## src/irl_pkg.sv

```systemverilog
// Purpose: shared constants and types of the ir link power and buffering block
// Assumes: 25 MHz system clock, fixed 9600 baud infrared link
// Notes:   counts of cycles are derived from times printed in their own units
package irl_pkg;
  localparam int unsigned CLK_HZ       = 25_000_000;
  localparam int unsigned IR_BAUD      = 9600;
  localparam int unsigned BIT_CYC      = (CLK_HZ + IR_BAUD - 1) / IR_BAUD;
  localparam int unsigned IDLE_S       = 10;
  localparam int unsigned IDLE_CYC     = IDLE_S * CLK_HZ;
  localparam int unsigned HOST_DEPTH   = 29;
  localparam int unsigned CTS_ON_LEVEL = 23;
  localparam int unsigned IR_BLOCK     = 64;
  localparam int unsigned MIN_FRAME    = 6;
  localparam int unsigned OVH_BYTES    = 8;
  localparam logic [7:0]  OVH_FILL     = 8'hFF;
  localparam logic [7:0]  ID_NONE      = 8'h00;
  localparam int unsigned ID_LEN       = 10;

  typedef enum logic [1:0] {PWR_LOW, PWR_INIT, PWR_RUN} irl_pwr_t;
  typedef enum logic [1:0] {LINK_DISC, LINK_DISCOVERY, LINK_CONN} irl_link_t;
  typedef enum logic [1:0] {TX_IDLE, TX_HDR, TX_DATA} irl_tx_t;

  typedef struct packed {
    logic       valid;
    logic [7:0] data;
  } irl_byte_t;

  typedef struct packed {
    logic       valid;
    logic       last;
    logic [7:0] data;
  } irl_rx_t;
endpackage : irl_pkg

```

## src/irl_skid.sv

```systemverilog
// Purpose: two-entry buffer between the packet sequencer and the ir encoder
// Assumes: single clock, synchronous active-low reset
// Notes:   in_ready_o depends only on state, so a stall never loses a word
`timescale 1ns/10ps
module irl_skid #(
  parameter int unsigned W = 8
) (
  input  wire logic         clk_i,       // system clock
  input  wire logic         reset_n_i,   // synchronous reset, active low
  input  wire logic         in_valid_i,  // word offered
  input  wire logic [W-1:0] in_data_i,   // offered word
  output logic              in_ready_o,  // space for a word
  output logic              out_valid_o, // word presented
  output logic [W-1:0]      out_data_o,  // presented word
  input  wire logic         out_ready_i  // receiver takes word
);
  logic [W-1:0] spare;
  logic         spare_v;
  logic         push;
  logic         pop;

  assign push       = in_valid_i && !spare_v;
  assign pop        = out_valid_o && out_ready_i;
  assign in_ready_o = !spare_v;

  always_ff @(posedge clk_i) begin
    if (!reset_n_i) begin
      out_valid_o <= 1'b0;
      spare_v     <= 1'b0;
      out_data_o  <= '0;
      spare       <= '0;
    end else if (pop && !push) begin
      out_data_o  <= spare;
      out_valid_o <= spare_v;
      spare_v     <= 1'b0;
    end else if (push && !pop) begin
      if (!out_valid_o) begin
        out_data_o  <= in_data_i;
        out_valid_o <= 1'b1;
      end else begin
        spare   <= in_data_i;
        spare_v <= 1'b1;
      end
    end else if (push && pop) begin
      out_data_o <= in_data_i;
    end
  end
endmodule : irl_skid

```

## src/irl_link.sv

```systemverilog
// Purpose: low-power control, host receive buffer with cts, ir packet framing
// Assumes: ir bytes are decoded by same-clock logic; photo-detect is async
// Notes:   the host buffer is forwarded as one packet with fixed overhead
//
// Overview of operation
// - photo-detect crossing its reference wakes the device from low power.
// - reset forces the device out of low power into initialization.
// - after init, ten seconds without ir activity while disconnected returns to low power.
// - handler-active is open collector: pulls low or releases to show running.
// - the ir bit rate is fixed at 9.6 kbaud, never selectable.
// - host receive buffer holds up to 29 bytes from the host.
// - cts goes high once 23 host bytes are buffered.
// - ir receive frames use a fixed 64-byte data block.
// - every packet sent adds 8 overhead bytes before its payload.
// - frames as short as 6 bytes are accepted.
// - the ir path is half duplex: no byte is pushed while receiving, but up to two buffered bytes can still go out.
// - at least one bit time passes between a received byte and the next push; up to two buffered bytes can go out sooner.
// - a fixed id string is reported, last two characters give revision.
// - the link moves disconnected, then discovery, then connected.
// - after cts rises, up to 6 more host bytes are still stored.
// - in low power the oscillator stops and handler-active is held low.
// - a dropped connection returns to disconnected ten seconds after last frame.
`timescale 1ns/10ps
module irl_link #(
  parameter int unsigned IDLE_CYCLES = irl_pkg::IDLE_CYC, // quiet time to sleep
  parameter logic [63:0] ID_NAME     = "IRLINK v",        // arbitrary id text
  parameter logic [15:0] ID_REV      = "01"               // arbitrary revision
) (
  input  wire logic              clk_i,                // system clock, 25 MHz
  input  wire logic              reset_n_i,            // synchronous reset, active low
  input  wire logic              photo_detect_above_i, // input above reference, async
  input  wire irl_pkg::irl_byte_t host_i,              // byte from host uart
  input  wire irl_pkg::irl_rx_t  ir_rx_i,              // decoded ir byte
  input  wire logic              ir_rx_busy_i,         // ir receiver mid byte
  input  wire logic              disc_start_i,         // discovery begun
  input  wire logic              disc_done_i,          // discovery completed
  input  wire logic              close_link_i,         // close link confirmed
  input  wire logic              ir_tx_ready_i,        // encoder takes byte
  input  wire logic [3:0]        id_index_i,           // id character index
  output irl_pkg::irl_byte_t     ir_tx_o,              // byte to ir encoder
  output logic                   cts_o,                // host flow stop, high stops
  output logic                   osc_en_o,             // oscillator run
  output logic                   handler_active_out_o, // open-collector level
  output logic                   handler_active_oe_o,  // high pulls pin low
  output irl_pkg::irl_link_t     link_state_o,         // connection stage
  output logic                   rx_frame_ok_o,        // frame length accepted
  output logic                   rx_frame_err_o,       // frame length refused
  output logic                   host_overrun_o,       // host byte dropped
  output logic [7:0]             id_char_o             // id character
);
  localparam logic [27:0] IDLE_LAST = 28'(IDLE_CYCLES - 1);
  localparam logic [4:0]  DEPTH     = 5'(irl_pkg::HOST_DEPTH);

  irl_pkg::irl_pwr_t next_pwr;
  irl_pkg::irl_pwr_t pwr;
  irl_pkg::irl_tx_t  tx_state;
  logic [1:0]        pd_sync;
  logic [27:0]       idle_cnt;
  logic [27:0]       link_cnt;
  logic [7:0]        hbuf [irl_pkg::HOST_DEPTH];
  logic [4:0]        wr_ptr;
  logic [4:0]        rd_ptr;
  logic [4:0]        host_cnt;
  logic [4:0]        next_cnt;
  logic [6:0]        rx_len;
  logic [11:0]       ta_cnt;
  logic [2:0]        hdr_cnt;
  logic              host_wr;
  logic              host_rd;
  logic              push_tx;
  logic              tx_room;
  logic              tx_gate;
  logic              activity;
  logic [7:0]        tx_byte;
  logic [79:0]       id_text;

  // the comparator output is asynchronous to the clock
  always_ff @(posedge clk_i) begin
    if (!reset_n_i) pd_sync <= 2'b00;
    else            pd_sync <= {pd_sync[0], photo_detect_above_i};
  end

  assign activity = pd_sync[1] || ir_rx_i.valid;

  always_comb begin
    next_pwr = pwr;
    case (pwr)
      irl_pkg::PWR_LOW:  if (pd_sync[1]) next_pwr = irl_pkg::PWR_INIT;
      irl_pkg::PWR_INIT: next_pwr = irl_pkg::PWR_RUN;
      irl_pkg::PWR_RUN: begin
        if (link_state_o == irl_pkg::LINK_DISC && !activity && idle_cnt == IDLE_LAST)
          next_pwr = irl_pkg::PWR_LOW;
      end
      default: next_pwr = irl_pkg::PWR_INIT;
    endcase
  end

  always_ff @(posedge clk_i) begin
    if (!reset_n_i) pwr <= irl_pkg::PWR_INIT;
    else            pwr <= next_pwr;
  end

  // pin released while running, pulled low while asleep; the oscillator follows
  always_ff @(posedge clk_i) begin
    if (!reset_n_i) begin
      handler_active_out_o <= 1'b0;
      handler_active_oe_o  <= 1'b0;
      osc_en_o             <= 1'b1;
    end else begin
      handler_active_out_o <= 1'b0;
      handler_active_oe_o  <= (next_pwr == irl_pkg::PWR_LOW);
      osc_en_o             <= (next_pwr != irl_pkg::PWR_LOW);
    end
  end

  always_ff @(posedge clk_i) begin
    if (!reset_n_i || activity || pwr != irl_pkg::PWR_RUN ||
        link_state_o != irl_pkg::LINK_DISC)
      idle_cnt <= '0;
    else if (idle_cnt != IDLE_LAST)
      idle_cnt <= idle_cnt + 28'h0000001;
  end

  // link stages; silence while not disconnected falls back after the timeout
  always_ff @(posedge clk_i) begin
    if (!reset_n_i || next_pwr == irl_pkg::PWR_LOW) begin
      link_state_o <= irl_pkg::LINK_DISC;
      link_cnt     <= '0;
    end else begin
      if (ir_rx_i.valid && ir_rx_i.last) link_cnt <= '0;
      else if (link_state_o == irl_pkg::LINK_DISC) link_cnt <= '0;
      else link_cnt <= link_cnt + 28'h0000001;
      case (link_state_o)
        irl_pkg::LINK_DISC:
          if (disc_start_i) link_state_o <= irl_pkg::LINK_DISCOVERY;
        irl_pkg::LINK_DISCOVERY:
          if (link_cnt == IDLE_LAST) link_state_o <= irl_pkg::LINK_DISC;
          else if (disc_done_i) link_state_o <= irl_pkg::LINK_CONN;
        irl_pkg::LINK_CONN:
          if (close_link_i || link_cnt == IDLE_LAST)
            link_state_o <= irl_pkg::LINK_DISC;
        default: link_state_o <= irl_pkg::LINK_DISC;
      endcase
    end
  end

  // host buffer: bytes past the full 29 are dropped and flagged
  assign host_wr  = host_i.valid && host_cnt != DEPTH;
  assign next_cnt = host_cnt + 5'(host_wr) - 5'(host_rd);

  always_ff @(posedge clk_i) begin
    if (!reset_n_i) begin
      wr_ptr         <= '0;
      rd_ptr         <= '0;
      host_cnt       <= '0;
      host_overrun_o <= 1'b0;
    end else begin
      host_cnt       <= next_cnt;
      host_overrun_o <= host_i.valid && !host_wr;
      if (host_wr) wr_ptr <= (wr_ptr == DEPTH - 5'h01) ? 5'h00 : wr_ptr + 5'h01;
      if (host_rd) rd_ptr <= (rd_ptr == DEPTH - 5'h01) ? 5'h00 : rd_ptr + 5'h01;
    end
  end

  always_ff @(posedge clk_i) begin
    if (host_wr) hbuf[wr_ptr] <= host_i.data;
  end

  // cts also holds the host off until connected; it only drops when the
  // buffer has drained, which keeps a packet from closing on a short tail
  always_ff @(posedge clk_i) begin
    if (!reset_n_i) cts_o <= 1'b1;
    else if (link_state_o != irl_pkg::LINK_CONN) cts_o <= 1'b1;
    else if (next_cnt >= 5'(irl_pkg::CTS_ON_LEVEL)) cts_o <= 1'b1;
    else if (next_cnt == 5'h00) cts_o <= 1'b0;
  end

  // turnaround guard: a full bit time at the fixed rate after each rx byte
  always_ff @(posedge clk_i) begin
    if (!reset_n_i) ta_cnt <= '0;
    else if (ir_rx_i.valid || ir_rx_busy_i) ta_cnt <= 12'(irl_pkg::BIT_CYC);
    else if (ta_cnt != 12'h000) ta_cnt <= ta_cnt - 12'h001;
  end

  assign tx_gate = !ir_rx_busy_i && !ir_rx_i.valid && ta_cnt == 12'h000;
  assign push_tx = tx_gate && tx_room &&
                   (tx_state == irl_pkg::TX_HDR || tx_state == irl_pkg::TX_DATA);
  assign host_rd = push_tx && tx_state == irl_pkg::TX_DATA;
  assign tx_byte = (tx_state == irl_pkg::TX_HDR) ? irl_pkg::OVH_FILL : hbuf[rd_ptr];

  always_ff @(posedge clk_i) begin
    if (!reset_n_i) begin
      tx_state <= irl_pkg::TX_IDLE;
      hdr_cnt  <= '0;
    end else begin
      case (tx_state)
        irl_pkg::TX_IDLE: begin
          hdr_cnt <= '0;
          if (link_state_o == irl_pkg::LINK_CONN && host_cnt != 5'h00 && cts_o)
            tx_state <= irl_pkg::TX_HDR;
        end
        irl_pkg::TX_HDR:
          if (push_tx) begin
            hdr_cnt <= hdr_cnt + 3'h1;
            if (hdr_cnt == 3'(irl_pkg::OVH_BYTES - 1)) tx_state <= irl_pkg::TX_DATA;
          end
        irl_pkg::TX_DATA:
          if (push_tx && host_cnt == 5'h01) tx_state <= irl_pkg::TX_IDLE;
        default: tx_state <= irl_pkg::TX_IDLE;
      endcase
    end
  end

  irl_skid #(
    .W(8)
  ) u_tx_buf (
    .clk_i      (clk_i),
    .reset_n_i  (reset_n_i),
    .in_valid_i (push_tx),
    .in_data_i  (tx_byte),
    .in_ready_o (tx_room),
    .out_valid_o(ir_tx_o.valid),
    .out_data_o (ir_tx_o.data),
    .out_ready_i(ir_tx_ready_i)
  );

  // frame length check against the fixed block
  always_ff @(posedge clk_i) begin
    if (!reset_n_i) begin
      rx_len         <= '0;
      rx_frame_ok_o  <= 1'b0;
      rx_frame_err_o <= 1'b0;
    end else begin
      rx_frame_ok_o  <= 1'b0;
      rx_frame_err_o <= 1'b0;
      if (ir_rx_i.valid) begin
        if (ir_rx_i.last) begin
          rx_len         <= '0;
          rx_frame_ok_o  <= rx_len >= 7'(irl_pkg::MIN_FRAME - 1) &&
                            rx_len <  7'(irl_pkg::IR_BLOCK);
          rx_frame_err_o <= rx_len <  7'(irl_pkg::MIN_FRAME - 1) ||
                            rx_len >= 7'(irl_pkg::IR_BLOCK);
        end else if (rx_len != 7'h7F) begin
          rx_len <= rx_len + 7'h01;
        end
      end
    end
  end

  // id string; text and revision values are arbitrary
  assign id_text = {ID_NAME, ID_REV};

  always_ff @(posedge clk_i) begin
    if (!reset_n_i) id_char_o <= irl_pkg::ID_NONE;
    else if (id_index_i < 4'(irl_pkg::ID_LEN))
      id_char_o <= 8'(id_text >> (7'h48 - {id_index_i, 3'b000}));
    else id_char_o <= irl_pkg::ID_NONE;
  end
endmodule : irl_link

```

## config.mk

```make
export PLATFORM = sky130hd
export DESIGN_NAME = irl_link
export DESIGN_NICKNAME = d
export VERILOG_FILES = /design/src/irl_pkg.sv /design/src/irl_skid.sv /design/src/irl_link.sv
export SDC_FILE = /design/constraint.sdc
export NUM_CORES = 1
export LEC_CHECK = 0
export BUFFER_PORTS_ARGS = -buffer_cell sky130_fd_sc_hd__buf_2
export CAP_MARGIN = 20
export CORE_UTILIZATION = 33
export CTS_CLUSTER_DIAMETER = 80
export DETAILED_ROUTE_END_ITERATION = 7
export GPL_TIMING_DRIVEN = 0
export PLACE_DENSITY = 0.46
export SLEW_MARGIN = 10
export SYNTH_ARGS = -nofsm -noshare
export SYNTH_HDL_FRONTEND = slang
export SYNTH_SLANG_ARGS = --single-unit
```

## constraint.sdc

```tcl
create_clock -name clk_i -period 6.6 [get_ports clk_i]
set_clock_uncertainty 0.1 [all_clocks]
set_input_delay 0.33 -clock clk_i [delete_from_list [all_inputs] [get_ports clk_i]]
set_output_delay 0.33 -clock clk_i [all_outputs]
set_load 0.05 [all_outputs]
```

== Yosys cells after proc, flatten, opt, wreduce, memory -nomap -nowiden ==
Memories as Yosys holds them, arrays and structs flattened. A register that Yosys moved wholly into a read port is not among the register bits.
Cells that the tools add are included.

* Register bits: 133
* Memory bits (writable): 232
* Bits of input ports: 31
* Word-level logic and storage cells: 165
* Memories kept: 1

* Add/subtract/negate cells: 10
* Magnitude comparators: 6
* Equality and inequality tests: 25
* Shift operators: 1
* Multiplexer cells: 32
* Bitwise logic cells: 2
* Reduce and logical (&&, ||, !) cells: 64

{| class="wikitable"
|+ Memory list
! name !! words !! width !! read ports !! clocked after Yosys merged registers in !! write ports !! RTL line !! RTL
|-
| hbuf || 29 || 8 || 1 || 1 || 1 || irl_link.sv:60 || <nowiki>logic [7:0] hbuf [irl_pkg::HOST_DEPTH];</nowiki>
|}

{| class="wikitable"
|+ Operators with widths
! cell !! number
|-
| right shift 79 x 7 -> 8 bit, first input constant || 1
|-
| adder 28 x 1 -> 28 bit, second input constant || 2
|-
| == test 28 bit, second input constant || 2
|-
| 2-to-1 mux 8 bit || 5
|-
| != test 28 bit, second input constant || 1
|-
| 2-to-1 mux 12 bit || 2
|-
| 2-to-1 mux 2 bit || 10
|-
| 2-to-1 mux 5 bit || 4
|-
| logical AND 1 bit || 19
|-
| one-hot mux 2 bit (3 select lines) || 3
|-
| 2-to-1 mux 7 bit || 2
|-
| zero test 12 bit || 1
|-
| != test 2 bit, second input constant || 6
|-
| nonzero test 12 bit || 1
|-
| nonzero test 2 bit || 6
|-
| subtractor 12 x 1 -> 12 bit, second input constant || 1
|-
| adder 5 x 1 -> 5 bit, second input constant || 2
|-
| == test 5 bit, second input constant || 2
|-
| AND reduction 2 bit || 5
|-
| logical OR 1 bit || 9
|-
| AND reduction 3 bit || 3
|-
| zero test 1 bit || 8
|-
| zero test 2 bit || 4
|-
| adder 7 x 1 -> 7 bit, second input constant || 1
|-
| other kinds (28) || 40
|}

== Logic depth before layout (Yosys ltp) ==
Gate-level depths: netlist of the first run.

* Depth after elaboration: 10
* Gate-level depth with buffers: 14
* Mapped depth without buffers: 13

== By module ==
Synthesis of the first run repeated with hierarchy kept, for this count alone.

* Cells, all modules: 1185
* Area total of the unflattened synthesis: 15451.1 um^2

{| class="wikitable"
|+ Modules (own cells, without submodules)
! module !! times used !! cells an instance !! area an instance (um^2) !! sequential area each (um^2)
|-
| irl_link || 1 || 1100 || 14644.0 || 9349.0
|-
| irl_skid || 1 || 85 || 807.0 || 360.3
|}

== Worst setup path after synthesis of the first run ==
Ideal clock, no wire load.

* Kind: flip-flop to flip-flop
* From: register ta_cnt[9]
* To: register cts_o
* Data arrival time: 2684 ps
* Data required time: 6370 ps
* Path slack: 3686 ps
* Stages on the path, launching flop included: 14
* Path through: dfxtp_1 > nor4_1 > and4_1 > buf_2 > and3_1 > ha_1 > inv_1 > ha_1 > fa_1 > a21oi_1 > o21bai_1 > xnor2_1 > o41ai_1 > a21oi_1

* Longest elaborated chain between the ends: 8
* Elaborated cells on any way between the ends: 9
* Classes of those cells: add/sub: 1; order compare: 1; reduce/logical: 7

{| class="wikitable"
|+ Ends and longest elaborated chain
! item !! RTL line !! RTL
|-
| start: declaration || irl_link.sv:66 || <nowiki>logic [11:0] ta_cnt;</nowiki>
|-
| start signal: assignment || irl_link.sv:181 || <nowiki>else if (ir_rx_i.valid || ir_rx_busy_i) ta_cnt <= 12'(irl_pkg::BIT_CYC);</nowiki>
|-
| start signal: assignment || irl_link.sv:182 || <nowiki>else if (ta_cnt != 12'h000) ta_cnt <= ta_cnt - 12'h001;</nowiki>
|-
| zero test 12 bit (*) || irl_link.sv:185 || <nowiki>assign tx_gate = !ir_rx_busy_i && !ir_rx_i.valid && ta_cnt == 12'h000;</nowiki>
|-
| logical AND 1 bit (*) || irl_link.sv:185 ||
|-
| logical AND 1 bit (*) (2 in series) || irl_link.sv:186 || <nowiki>assign push_tx = tx_gate && tx_room &&</nowiki>
|-
| logical AND 1 bit (*) || irl_link.sv:188 || <nowiki>assign host_rd = push_tx && tx_state == irl_pkg::TX_DATA;</nowiki>
|-
| subtractor 5 x 1 -> 5 bit (*) || irl_link.sv:149 || <nowiki>assign next_cnt = host_cnt + 5'(host_wr) - 5'(host_rd);</nowiki>
|-
| greater-or-equal comparator 5 bit || irl_link.sv:174 || <nowiki>else if (next_cnt >= 5'(irl_pkg::CTS_ON_LEVEL)) cts_o <= 1'b1;</nowiki>
|-
| OR reduction 3 bit (no line) || -- ||
|-
| end signal: assignment || irl_link.sv:173 || <nowiki>else if (link_state_o != irl_pkg::LINK_CONN) cts_o <= 1'b1;</nowiki>
|-
| end signal: assignment || irl_link.sv:174 ||
|-
| end signal: assignment || irl_link.sv:175 || <nowiki>else if (next_cnt == 5'h00) cts_o <= 1'b0;</nowiki>
|-
| end: declaration || irl_link.sv:41 || <nowiki>output logic cts_o,</nowiki>
|}

Mark *: on every way between the ends. The rest lies on a longest branch, timed or not.
A chain may end at the register's enable or synchronous reset.

== Worst setup path in the final report of the first run ==
Ends and elaborated chain as after synthesis.

==> metrics.md, run 1 <==
| Metric | Value |
|---|---|
| Internal | `3920 uW` |
| Clock transition at path regs | `0.06 ns` |
| Worst R2R Setup Slack | `3.11 ns` |
| Worst-margin pin slew | `0.954 ns` |
| Crit path DAT | `3.83 ns` |
| Combinational share of power | `0.058` |
| Final Wtd Congestion | `0.799` |
| Critical Path Fanout Max | `10` |
| Post-synth EDFFs | `232` |
| Via Count | `10100` |
| Max-slew violations | `0` |
| Min Tclk post-route | `3.49 ns` |
| Static Leakage | `0.00601 uW` |
| Syn_area_per_cell | `12.9 sq um` |
| Core region area | `47000 sq um` |
| Pwr dens | `279 nW/um^2` |
| Vias per cell | `5.15` |
| Endpoints failing setup | `0` |
| RSZ-0062 raised after global routing | `no` |
| CP endpoint kind | `register` |
| Setup TNS | `0 ns` |
| Min-Delay Startpoint | `disc_done_i` |
| Hold crit path type | `in2reg` |
| Worst r2r src | `ta_cnt[9]` |
| Initial core utilization | `0.337` |
| Num CTS Buffers | `42` |
| Port bufs | `46` |
| Clock Tree Buf Depth | `3` |
| Commonest non-fill, non-tap cell in the layout | `edfxtp_1` |
| Pwr Total | `5090 uW` |
| Reg power frac | `0.492` |
| Clk pwr share | `0.450` |
| Routed length per instance | `19.8 um` |
| Endpoint of the worst hold path | `link_state_o[0]` |
| Mapped Area | `15800 sq um` |
| Clk Latency, worst-skew pair | `0.57 ns` |
| Worst hold stages | `4` |
| Nets | `1386` |
| Reg2reg path depth | `13` |
| Switching Fraction | `0.230` |
| Flops & latches, synth | `369` |
| Total Wirelength | `39000 um` |
| Router iterations before antenna repair | `5` |
| Final hold slack | `0.0452 ns` |
| Worst EP required | `6.94 ns` |
| Setup WS pre-CTS | `3.16 ns` |
| Post-synthesis cell count | `1228` |
| Sequential area share after synthesis | `0.613` |
| Final worst slack | `3.11 ns` |
| Worst vdd ir | `0.194 mV` |
| Root Driver | `clkbuf_16` |
| Initial antenna violation count | `1` |
| Synth cell types | `82` |
| Synth-to-layout area growth | `15.2%` |
| Post-cts gate resize count | `0` |
| Max-Cap Viols | `0` |
| Non-Filler Instances | `1967` |
| Ys async rst share | `0` |
| Synth warn | `0` |
| Slew HR | `0.362` |
| Crit path kind | `reg2reg` |
| Setup crit start kind | `register` |
| Fillers | `4500` |
| Commonest non-fill, non-tap cells in the layout | `edfxtp_1 (232), dfxtp_1 (137), nor2_1 (123)` |
| I/O Pins | `57` |
| Sw Pwr | `1170 uW` |
| Placed cell count | `1882` |
| Ys flop type | `edfxtp_1` |
| Die Y | `221 um` |
| Max Freq | `287 MHz` |
| Total GRT Usage | `0.160` |
| First-pass GRT wire length | `60100 um` |
| Crit share post-route | `0.528` |
| DIE WIDTH | `221 um` |
| Clock sink count | `369` |
| Num rows | `79` |
| Largest net degree at the start of global routing | `30` |
| Share of Yosys cell area claimed by the top area cell type | `0.440` |
| Endpoints failing hold | `0` |
| R2R Path End | `cts_o` |
| Total grt overflow | `0` |
| Post-route DRC | `0` |
| Starting DRT DRC Count | `679` |
| Area leader, netlist | `edfxtp_1` |
| Status | `finished clean` |
| Share of layout cells above drive strength 1 | `0.157` |
| TritonCTS clock tree | `done` |
| N_diodes | `0` |
| H-Tree Depth | `2` |
| Final ANT Viol Nets | `0` |
| Vias in the first global route | `9871` |
| Post-DP HPWL | `26500 um` |
| Top area cells in the synthesized netlist | `edfxtp_1 (44%), dfxtp_1 (17%), mux4_2 (5.4%), nor2_1 (2.9%), ha_1 (2.2%)` |
| Full die area | `48800 sq um` |
## cell usage after synthesis (all sizes together), types with 30 or more instances
| cell type | instances |
|---|---|
| edfxtp | 232 |
| inv | 38 |
| nand2 | 66 |
| dfxtp | 137 |
| clkbuf | 30 |
| mux4 | 38 |
| nor2 | 123 |
| nand3 | 46 |
| a21oi | 51 |
## layout make-up
| class | instances | area, sq um | share of cell area |
|---|---|---|---|
| clock buffer | 54 | 1140 | 0.0624 |
| sequential | 369 | 9710 | 0.532 |
| buffer | 51 | 267 | 0.0146 |
| multi-input combinational | 769 | 5690 | 0.312 |
| timing repair buffer | 53 | 300 | 0.0165 |
| inverter | 40 | 164 | 0.00899 |
| clock inverter | 24 | 206 | 0.0113 |
| tap | 607 | 759 | 0.0416 |
## logic make-up after synthesis
kind of cell	after synthesis	synth area share
AOI/OAI and AO/OA	186	0.0794
xor gates and xnor gates	52	0.0288
adders and majority gates	30	0.0240
buffers and inverters	91	0.0272
DFF	369	0.613
muxes	94	0.0917
other	1	0.000237
and+or+nand+nor	405	0.135
## sequential cells by signal, indices dropped and copies added, names as in the netlist, 3 cells and up, named ones only
name,cells
id_char_o,7
wr_ptr,5
rd_ptr,5
u_tx_buf.out_data_o,8
host_cnt,5
hbuf,232
idle_cnt,28
ta_cnt,12
u_tx_buf.spare,8
hdr_cnt,3
rx_len,7
link_cnt,28
## power groups by stage
| stage | clock [uW] | sequential (uW) | combinational, uW |
|---|---|---|---|
| final | 2290 | 2510 | 293 |
| after global routing | 2440 | 2510 | 326 |
| after CTS | 2360 | 2510 | 297 |
| after detailed placement | 0 | 2550 | 292 |
| after global placement | 0 | 2550 | 290 |
| after floorplan | 0 | 2570 | 176 |
## layer usage
| metal | up-vias | routed length (um) | track usage |
|---|---|---|---|
| li1 | 4873 | - | - |
| met1 | 5030 | 18500 | 0.221 |
| met2 | 176 | 18400 | 0.261 |
| met3 | 53 | 1380 | 0.0250 |
| met4 | 0 | 751 | 0.0471 |
| met5 | - | 0 | 0 |
## stage by stage
stage                     utilization  area, sq um
after floorplan                     -        15800
after global placement          0.358        16800
after detailed placement        0.358        16800
after CTS                       0.388        18200
after global routing            0.388        18200
final                           0.388        18200
## repair_timing
item | 4_1_cts | 5_1_grt
setup buffers | 0 | 0
hold endpoints to repair | 9 | 0
hold buffers | 7 | 0
## worst max-delay path: stages, from the launching register on
cell	delay, ns
dfxtp_1	0.34
nor4_1	0.47
and4_1	0.31
buf_2	0.28
and3_1	0.21
ha_1	0.12
inv_1	0.04
ha_1	0.19
fa_1	0.42
a21oi_1	0.18
o21bai_1	0.10
xnor2_1	0.19
o41ai_1	0.32
a21oi_1	0.10
## worst max-delay path by stage
stage,startpoint,end,slack [ns],cells after the start
2_1_floorplan,ta_cnt[9],cts_o,3.69,13
3_3_place_gp,host_cnt[3],cts_o,3.15,14
3_5_place_dp,ta_cnt[10],cts_o,3.16,13
4_1_cts,ta_cnt[9],cts_o,3.11,13
5_1_grt,ta_cnt[10],cts_o,2.91,13
6_report,ta_cnt[9],cts_o,3.11,13
Note: power is estimated with default switching activity, not from simulation.
==> run 2: changes to the inputs <==
clock period = 3.5 ns   (was 6.6 ns; I/O delays follow)
==> metrics.md, run 2 (same netlist as run 1, synthesis figures left out) <==
| Metric | Value |
|---|---|
| Top flop regs | `hbuf (232), idle_cnt (28), link_cnt (28) (unchanged)` |
| Num rows | `79 (unchanged)` |
| Post-route DRC | `0 (unchanged)` |
| Via Count | `10100 (about the same)` |
| Clock transition at path regs | `0.06 ns (about the same)` |
| Initial antenna violation count | `1 (unchanged)` |
| Non-Filler Instances | `1980 (was 1967)` |
| Endpoints failing hold | `0 (unchanged)` |
| Crit share post-route | `0.945 (was 0.528)` |
| Crit path DAT | `3.65 ns (was 3.83 ns)` |
| Endpoints failing setup | `0 (unchanged)` |
| Highest routed layer | `met4 (unchanged)` |
| Router iterations before antenna repair | `4 (was 5)` |
| I/O Pins | `57 (unchanged)` |
| Total grt overflow | `0 (unchanged)` |
| Worst vdd ir | `0.363 mV (was 0.194 mV)` |
| TritonCTS clock tree | `done (unchanged)` |
| M1 WL | `18500 um (about the same)` |
| Critical path's top delay family | `simple AND/OR/NAND/NOR gates (unchanged)` |
| Core region area | `47000 sq um (unchanged)` |
| Port bufs | `46 (unchanged)` |
| Routed length per instance | `19.7 um (was 19.8 um)` |
| N_diodes | `0 (unchanged)` |
| Largest net degree at the start of global routing | `30 (unchanged)` |
| Max Freq | `302 MHz (was 287 MHz)` |
| Max FFs per register | `232 (unchanged)` |
| Root Driver | `clkbuf_16 (unchanged)` |
| Clock Tree Buf Depth | `3 (unchanged)` |
| Status | `finished clean (unchanged)` |
| Vias per cell | `5.12 (was 5.15)` |
| Final hold slack | `0.0317 ns (was 0.0452 ns)` |
| DIE WIDTH | `221 um (unchanged)` |
| Worst Path Buf+Inv | `2 (unchanged)` |
| RSZ-0062 raised after global routing | `no (unchanged)` |
| H-Tree Depth | `2 (unchanged)` |
| Clock sink count | `369 (unchanged)` |
| Worst R2R Setup Slack | `0.19 ns (was 3.11 ns)` |
| Setup TNS | `0 ns (unchanged)` |
| Placed cell count | `1882 (unchanged)` |
| Worst-margin pin slew | `0.950 ns (was 0.954 ns)` |
| Met2 wire len | `18500 um (was 18400 um)` |
| CP endpoint kind | `register (unchanged)` |
| Setup crit start kind | `register (unchanged)` |
| Total Wirelength | `39100 um (was 39000 um)` |
| Pwr dens | `523 nW/um^2 (was 279 nW/um^2)` |
| Die Y | `221 um (unchanged)` |
| Crit path kind | `reg2reg (unchanged)` |
| Hold crit path type | `in2reg (unchanged)` |
| Min Tclk post-route | `3.31 ns (was 3.49 ns)` |
| Clk Latency, worst-skew pair | `0.58 ns (was 0.57 ns)` |
| Worst EP required | `3.84 ns (was 6.94 ns)` |
| Commonest non-fill, non-tap cell in the layout | `edfxtp_1 (unchanged)` |
| Starting DRT DRC Count | `658 (was 679)` |
| Initial core utilization | `0.337 (unchanged)` |
| Most flop-heavy register | `hbuf (unchanged)` |
| Full die area | `48800 sq um (unchanged)` |
| Vias in the first global route | `9943 (was 9871)` |
| Slew HR | `0.367 (was 0.362)` |
| Max-slew violations | `0 (unchanged)` |
| Share of layout cells above drive strength 1 | `0.157 (about the same)` |
| Total GRT Usage | `0.161 (was 0.160)` |
| First-pass GRT wire length | `60200 um (was 60100 um)` |
| CP max stage cell | `fa_1 (was nor4_1)` |
| Setup Buffers After CTS | `0 (unchanged)` |
| Nets | `1399 (was 1386)` |
| Post-DP HPWL | `26500 um (unchanged)` |
| Max stage delay on crit path | `0.42 ns (was 0.47 ns)` |
| Critical Path Fanout Max | `10 (unchanged)` |
| Synth-to-layout area growth | `16.3% (was 15.2%)` |
| Max-Cap Viols | `0 (unchanged)` |
| Commonest non-fill, non-tap cells in the layout | `edfxtp_1 (232), dfxtp_1 (137), nor2_1 (123) (unchanged)` |
| Fillers | `4485 (was 4500)` |
| Routed wl met3 | `1360 um (was 1380 um)` |
| Final Wtd Congestion | `0.799 (unchanged)` |
| Final ANT Viol Nets | `0 (unchanged)` |
| Static Leakage | `0.00608 uW (was 0.00601 uW)` |
| Num CTS Buffers | `42 (unchanged)` |
| Crit path cell chain | `nor4_4, and4_1, clkbuf_4, and3_1, ha_1, inv_1, ha_1, fa_1, a21oi_1, o21bai_1, xnor2_1, o41ai_1, a21oi_1 (was nor4_1, and4_1, buf_2, and3_1, ha_1, inv_1, ha_1, fa_1, a21oi_1, o21bai_1, xnor2_1, o41ai_1, a21oi_1)` |
run 2: worst reg2reg max path: cells and delay by family (launching register included):
kind	cells	cell delay [ns]
DFF	1	0.37
AOI/OAI and AO/OA	4	0.72
buffers and inverters	2	0.29
adders and majority gates	3	0.73
xor gates and xnor gates	1	0.19
and+or+nand+nor	3	0.80
run 2: layout make-up:
type / count / area (sq um) / share of cell area
buffer: 50 / 265 / 0.0144
timing repair buffer: 67 / 440 / 0.0239
tap: 607 / 759 / 0.0413
sequential: 369 / 9710 / 0.528
inverter: 40 / 164 / 0.00891
clock inverter: 24 / 206 / 0.0112
clock buffer: 54 / 1140 / 0.0618
multi-input combinational: 769 / 5720 / 0.311
run 2: per-stage QoR:
stage,util,worst slack [ns],cell area [sq um],total power (uW)
global route,0.392,0.00531,18400,9970
finish,0.392,0.194,18400,9620
floorplan,-,0.586,15800,5170
global placement,0.358,0.0513,16800,5360
detailed placement,0.358,0.0587,16800,5370
CTS,0.391,0.00561,18400,9750
run 2: metal layers:
layer | vias to the layer above | global-route usage
met2 | 171 | 0.263
met3 | 53 | 0.0263
met5 | - | 0
li1 | 4898 | -
met1 | 5024 | 0.219
met4 | 0 | 0.0471
run 2: path summary, 6_finish.rpt:
kind,startpoint,end,cells after the start
hold / removal,host_i[0],hbuf[6][0],1
setup / recovery,ta_cnt[9],cts_o,13
hold reg to reg,pd_sync[0],pd_sync[1],1
setup reg to reg,ta_cnt[9],cts_o,13
run 2: timing repair:
action | 4_1_cts | 5_1_grt
gates resized for setup | 0 | 5
setup endpoints to repair | 0 | 4
endpoints found under the hold margin | 51 | 0
hold buffers | 21 | 0
run 2: power breakdown:
part	leakage (uW)	switching [uW]	internal [uW]
combinational	0.00223	372	197
sequential	0.00320	44.7	4680
clock	0.000649	1800	2520
total	0.00608	2210	7400
==> run 3: changes to the inputs <==
GPL_TIMING_DRIVEN = 1   (was 0)
==> metrics.md, run 3 (same netlist as run 1, synthesis figures left out) <==
| Metric | Value |
|---|---|
| H-Tree Depth | `2 (unchanged)` |
| Status | `finished clean (unchanged)` |
| Pwr dens | `519 nW/um^2 (was 523 nW/um^2)` |
| Max FFs per register | `232 (unchanged)` |
| Max-slew violations | `0 (unchanged)` |
| Setup WS pre-CTS | `0.318 ns (was 0.0587 ns)` |
| Setup crit start kind | `register (unchanged)` |
| Clock Tree Buf Depth | `3 (unchanged)` |
| Largest net degree at the start of global routing | `30 (unchanged)` |
| Final Wtd Congestion | `0.809 (was 0.799)` |
| Crit path DAT | `3.56 ns (was 3.65 ns)` |
| Max stage delay on crit path | `0.54 ns (was 0.42 ns)` |
| Pwr Total | `9600 uW (was 9620 uW)` |
| Final core utilization | `0.394 (was 0.392)` |
| Min Tclk post-route | `3.23 ns (was 3.31 ns)` |
| Final worst slack | `0.267 ns (was 0.194 ns)` |
| Commonest non-fill, non-tap cell in the layout | `edfxtp_1 (unchanged)` |
| Vias per cell | `5.12 (about the same)` |
| N_diodes | `0 (unchanged)` |
| Post-DP HPWL | `24000 um (was 26500 um)` |
| Starting DRT DRC Count | `577 (was 658)` |
| Via Count | `10100 (about the same)` |
| CP endpoint kind | `register (unchanged)` |
| Post-route DRC | `0 (unchanged)` |
| Clk Latency, worst-skew pair | `0.57 ns (was 0.58 ns)` |
| Initial antenna violation count | `1 (unchanged)` |
| Combinational share of power | `0.058 (was 0.059)` |
| Slew HR | `0.480 (was 0.367)` |
| Clk pwr share | `0.450 (was 0.449)` |
| Crit path kind | `reg2reg (unchanged)` |
| Max-Cap Viols | `0 (unchanged)` |
| Total grt overflow | `0 (unchanged)` |
| Top flop regs | `hbuf (232), idle_cnt (28), link_cnt (28) (unchanged)` |
| Full die area | `48800 sq um (unchanged)` |
| RSZ-0062 raised after global routing | `no (unchanged)` |
| Total GRT Usage | `0.152 (was 0.161)` |
| Nets | `1395 (was 1399)` |
| Crit share post-route | `0.924 (was 0.945)` |
| Clock transition at path regs | `0.06 ns (about the same)` |
| Setup TNS | `0 ns (unchanged)` |
| TritonCTS clock tree | `done (unchanged)` |
| Commonest non-fill, non-tap cells in the layout | `edfxtp_1 (232), dfxtp_1 (134), nor2_1 (123) (was edfxtp_1 (232), dfxtp_1 (137), nor2_1 (123))` |
| Num rows | `79 (unchanged)` |
| Die Y | `221 um (unchanged)` |
| Max Freq | `309 MHz (was 302 MHz)` |
| Root Driver | `clkbuf_16 (unchanged)` |
| Endpoints failing setup | `0 (unchanged)` |
| Static Leakage | `0.00618 uW (was 0.00608 uW)` |
| Worst EP required | `3.83 ns (was 3.84 ns)` |
| CP max stage cell | `nor4_1 (was fa_1)` |
| Total Wirelength | `36700 um (was 39100 um)` |
| Worst-margin pin slew | `0.776 ns (was 0.950 ns)` |
| Vias in the first global route | `10100 (was 9943)` |
| First-pass GRT wire length | `58200 um (was 60200 um)` |
| Critical path's top delay family | `simple AND/OR/NAND/NOR gates (unchanged)` |
| Setup Buffers After CTS | `0 (unchanged)` |
| Worst Path Buf+Inv | `1 (was 2)` |
| Critical Path Fanout Max | `5 (was 10)` |
| Port bufs | `46 (unchanged)` |
| Router iterations before antenna repair | `5 (was 4)` |
| Core region area | `47000 sq um (unchanged)` |
| Switching Fraction | `0.227 (was 0.230)` |
| Final ANT Viol Nets | `0 (unchanged)` |
| Reg power frac | `0.492 (was 0.491)` |
| Crit path cell chain | `nor4_1, and4_1, and3_1, ha_1, inv_1, ha_1, fa_1, a21oi_1, o21bai_1, xnor2_1, o41ai_1, a21oi_1 (was nor4_4, and4_1, clkbuf_4, and3_1, ha_1, inv_1, ha_1, fa_1, a21oi_1, o21bai_1, xnor2_1, o41ai_1, a21oi_1)` |
| Num CTS Buffers | `43 (was 42)` |
| Synth-to-layout area growth | `16.8% (was 16.3%)` |
| Most flop-heavy register | `hbuf (unchanged)` |
| Sw Pwr | `2180 uW (was 2210 uW)` |
| Worst vdd ir | `0.374 mV (was 0.363 mV)` |
| Endpoints failing hold | `0 (unchanged)` |
| I/O Pins | `57 (unchanged)` |
| Clock sink count | `369 (unchanged)` |
| Share of layout cells above drive strength 1 | `0.181 (was 0.157)` |
| Routed length per instance | `18.6 um (was 19.7 um)` |
| Initial core utilization | `0.337 (unchanged)` |
| DIE WIDTH | `221 um (unchanged)` |
| Hold crit path type | `in2reg (unchanged)` |
| Internal | `7420 uW (was 7400 uW)` |
==> run 3: cell count changes in the layout (fill, tap and decap cells not counted), moves of 3 or more <==
| cell | before | now |
|---|---|---|
| buf_4 | 7 | 44 |
| clkbuf_1 | 38 | 10 |
| buf_2 | 54 | 46 |
| buf_6 | 5 | 0 |
| clkinv_1 | 14 | 10 |
| clkinv_2 | 3 | 6 |
| dfxtp_1 | 137 | 134 |
==> run 3: metrics by stage <==
stage | instance area, sq um | std cells | hold WS (ns)
after detailed placement | 17000 | 1878 | 0.295
after global routing | 18500 | 1974 | 0.0401
final | 18500 | 1974 | 0.0259
after CTS | 18500 | 1974 | 0.0144
after global placement | 16900 | 1877 | 0.294
after floorplan | 15800 | 1229 | 0.174
==> run 3: per-layer routing <==
layer	GRT usage	vias up	routed length (um)
li1	-	4864	-
met4	0.0503	0	806
met3	0.0246	60	1320
met5	0	-	0
met1	0.210	5010	17500
met2	0.245	177	17000
==> run 3: cell type report <==
class	instances	area, sq um
flip-flops and latches	369	9720
clock buffers	55	1150
clock inverters	22	195
multi-input cells	769	5700
repair buffers	112	806
fillers	4461	28500
well taps	607	759
inverters	40	164
==> run 3: timing repair <==
action                     in CTS  in global routing
setup endpoints to repair       0                  3
hold endpoints to repair       27                  0
hold buffers                   19                  0
gates resized for setup         0                  1
==> run 3: worst paths after layout <==
| kind | start | end | slack (ns) | cells past startpoint |
|---|---|---|---|---|
| worst min-delay path | host_i[7] | hbuf[5][7] | 0.03 | 1 |
| worst max register to register | ta_cnt[9] | cts_o | 0.27 | 12 |
| worst min register to register | pd_sync[0] | pd_sync[1] | 0.34 | 1 |
| worst max-delay path | ta_cnt[9] | cts_o | 0.27 | 12 |
==> run 3: power groups by stage <==
stage               clock network (uW)  logic [uW]  registers [uW]
floorplan                            0         333            4840
global placement                     0         538            4810
detailed placement                   0         542            4810
CTS                               4470         562            4720
global route                      4630         625            4730
finish                            4320         555            4720
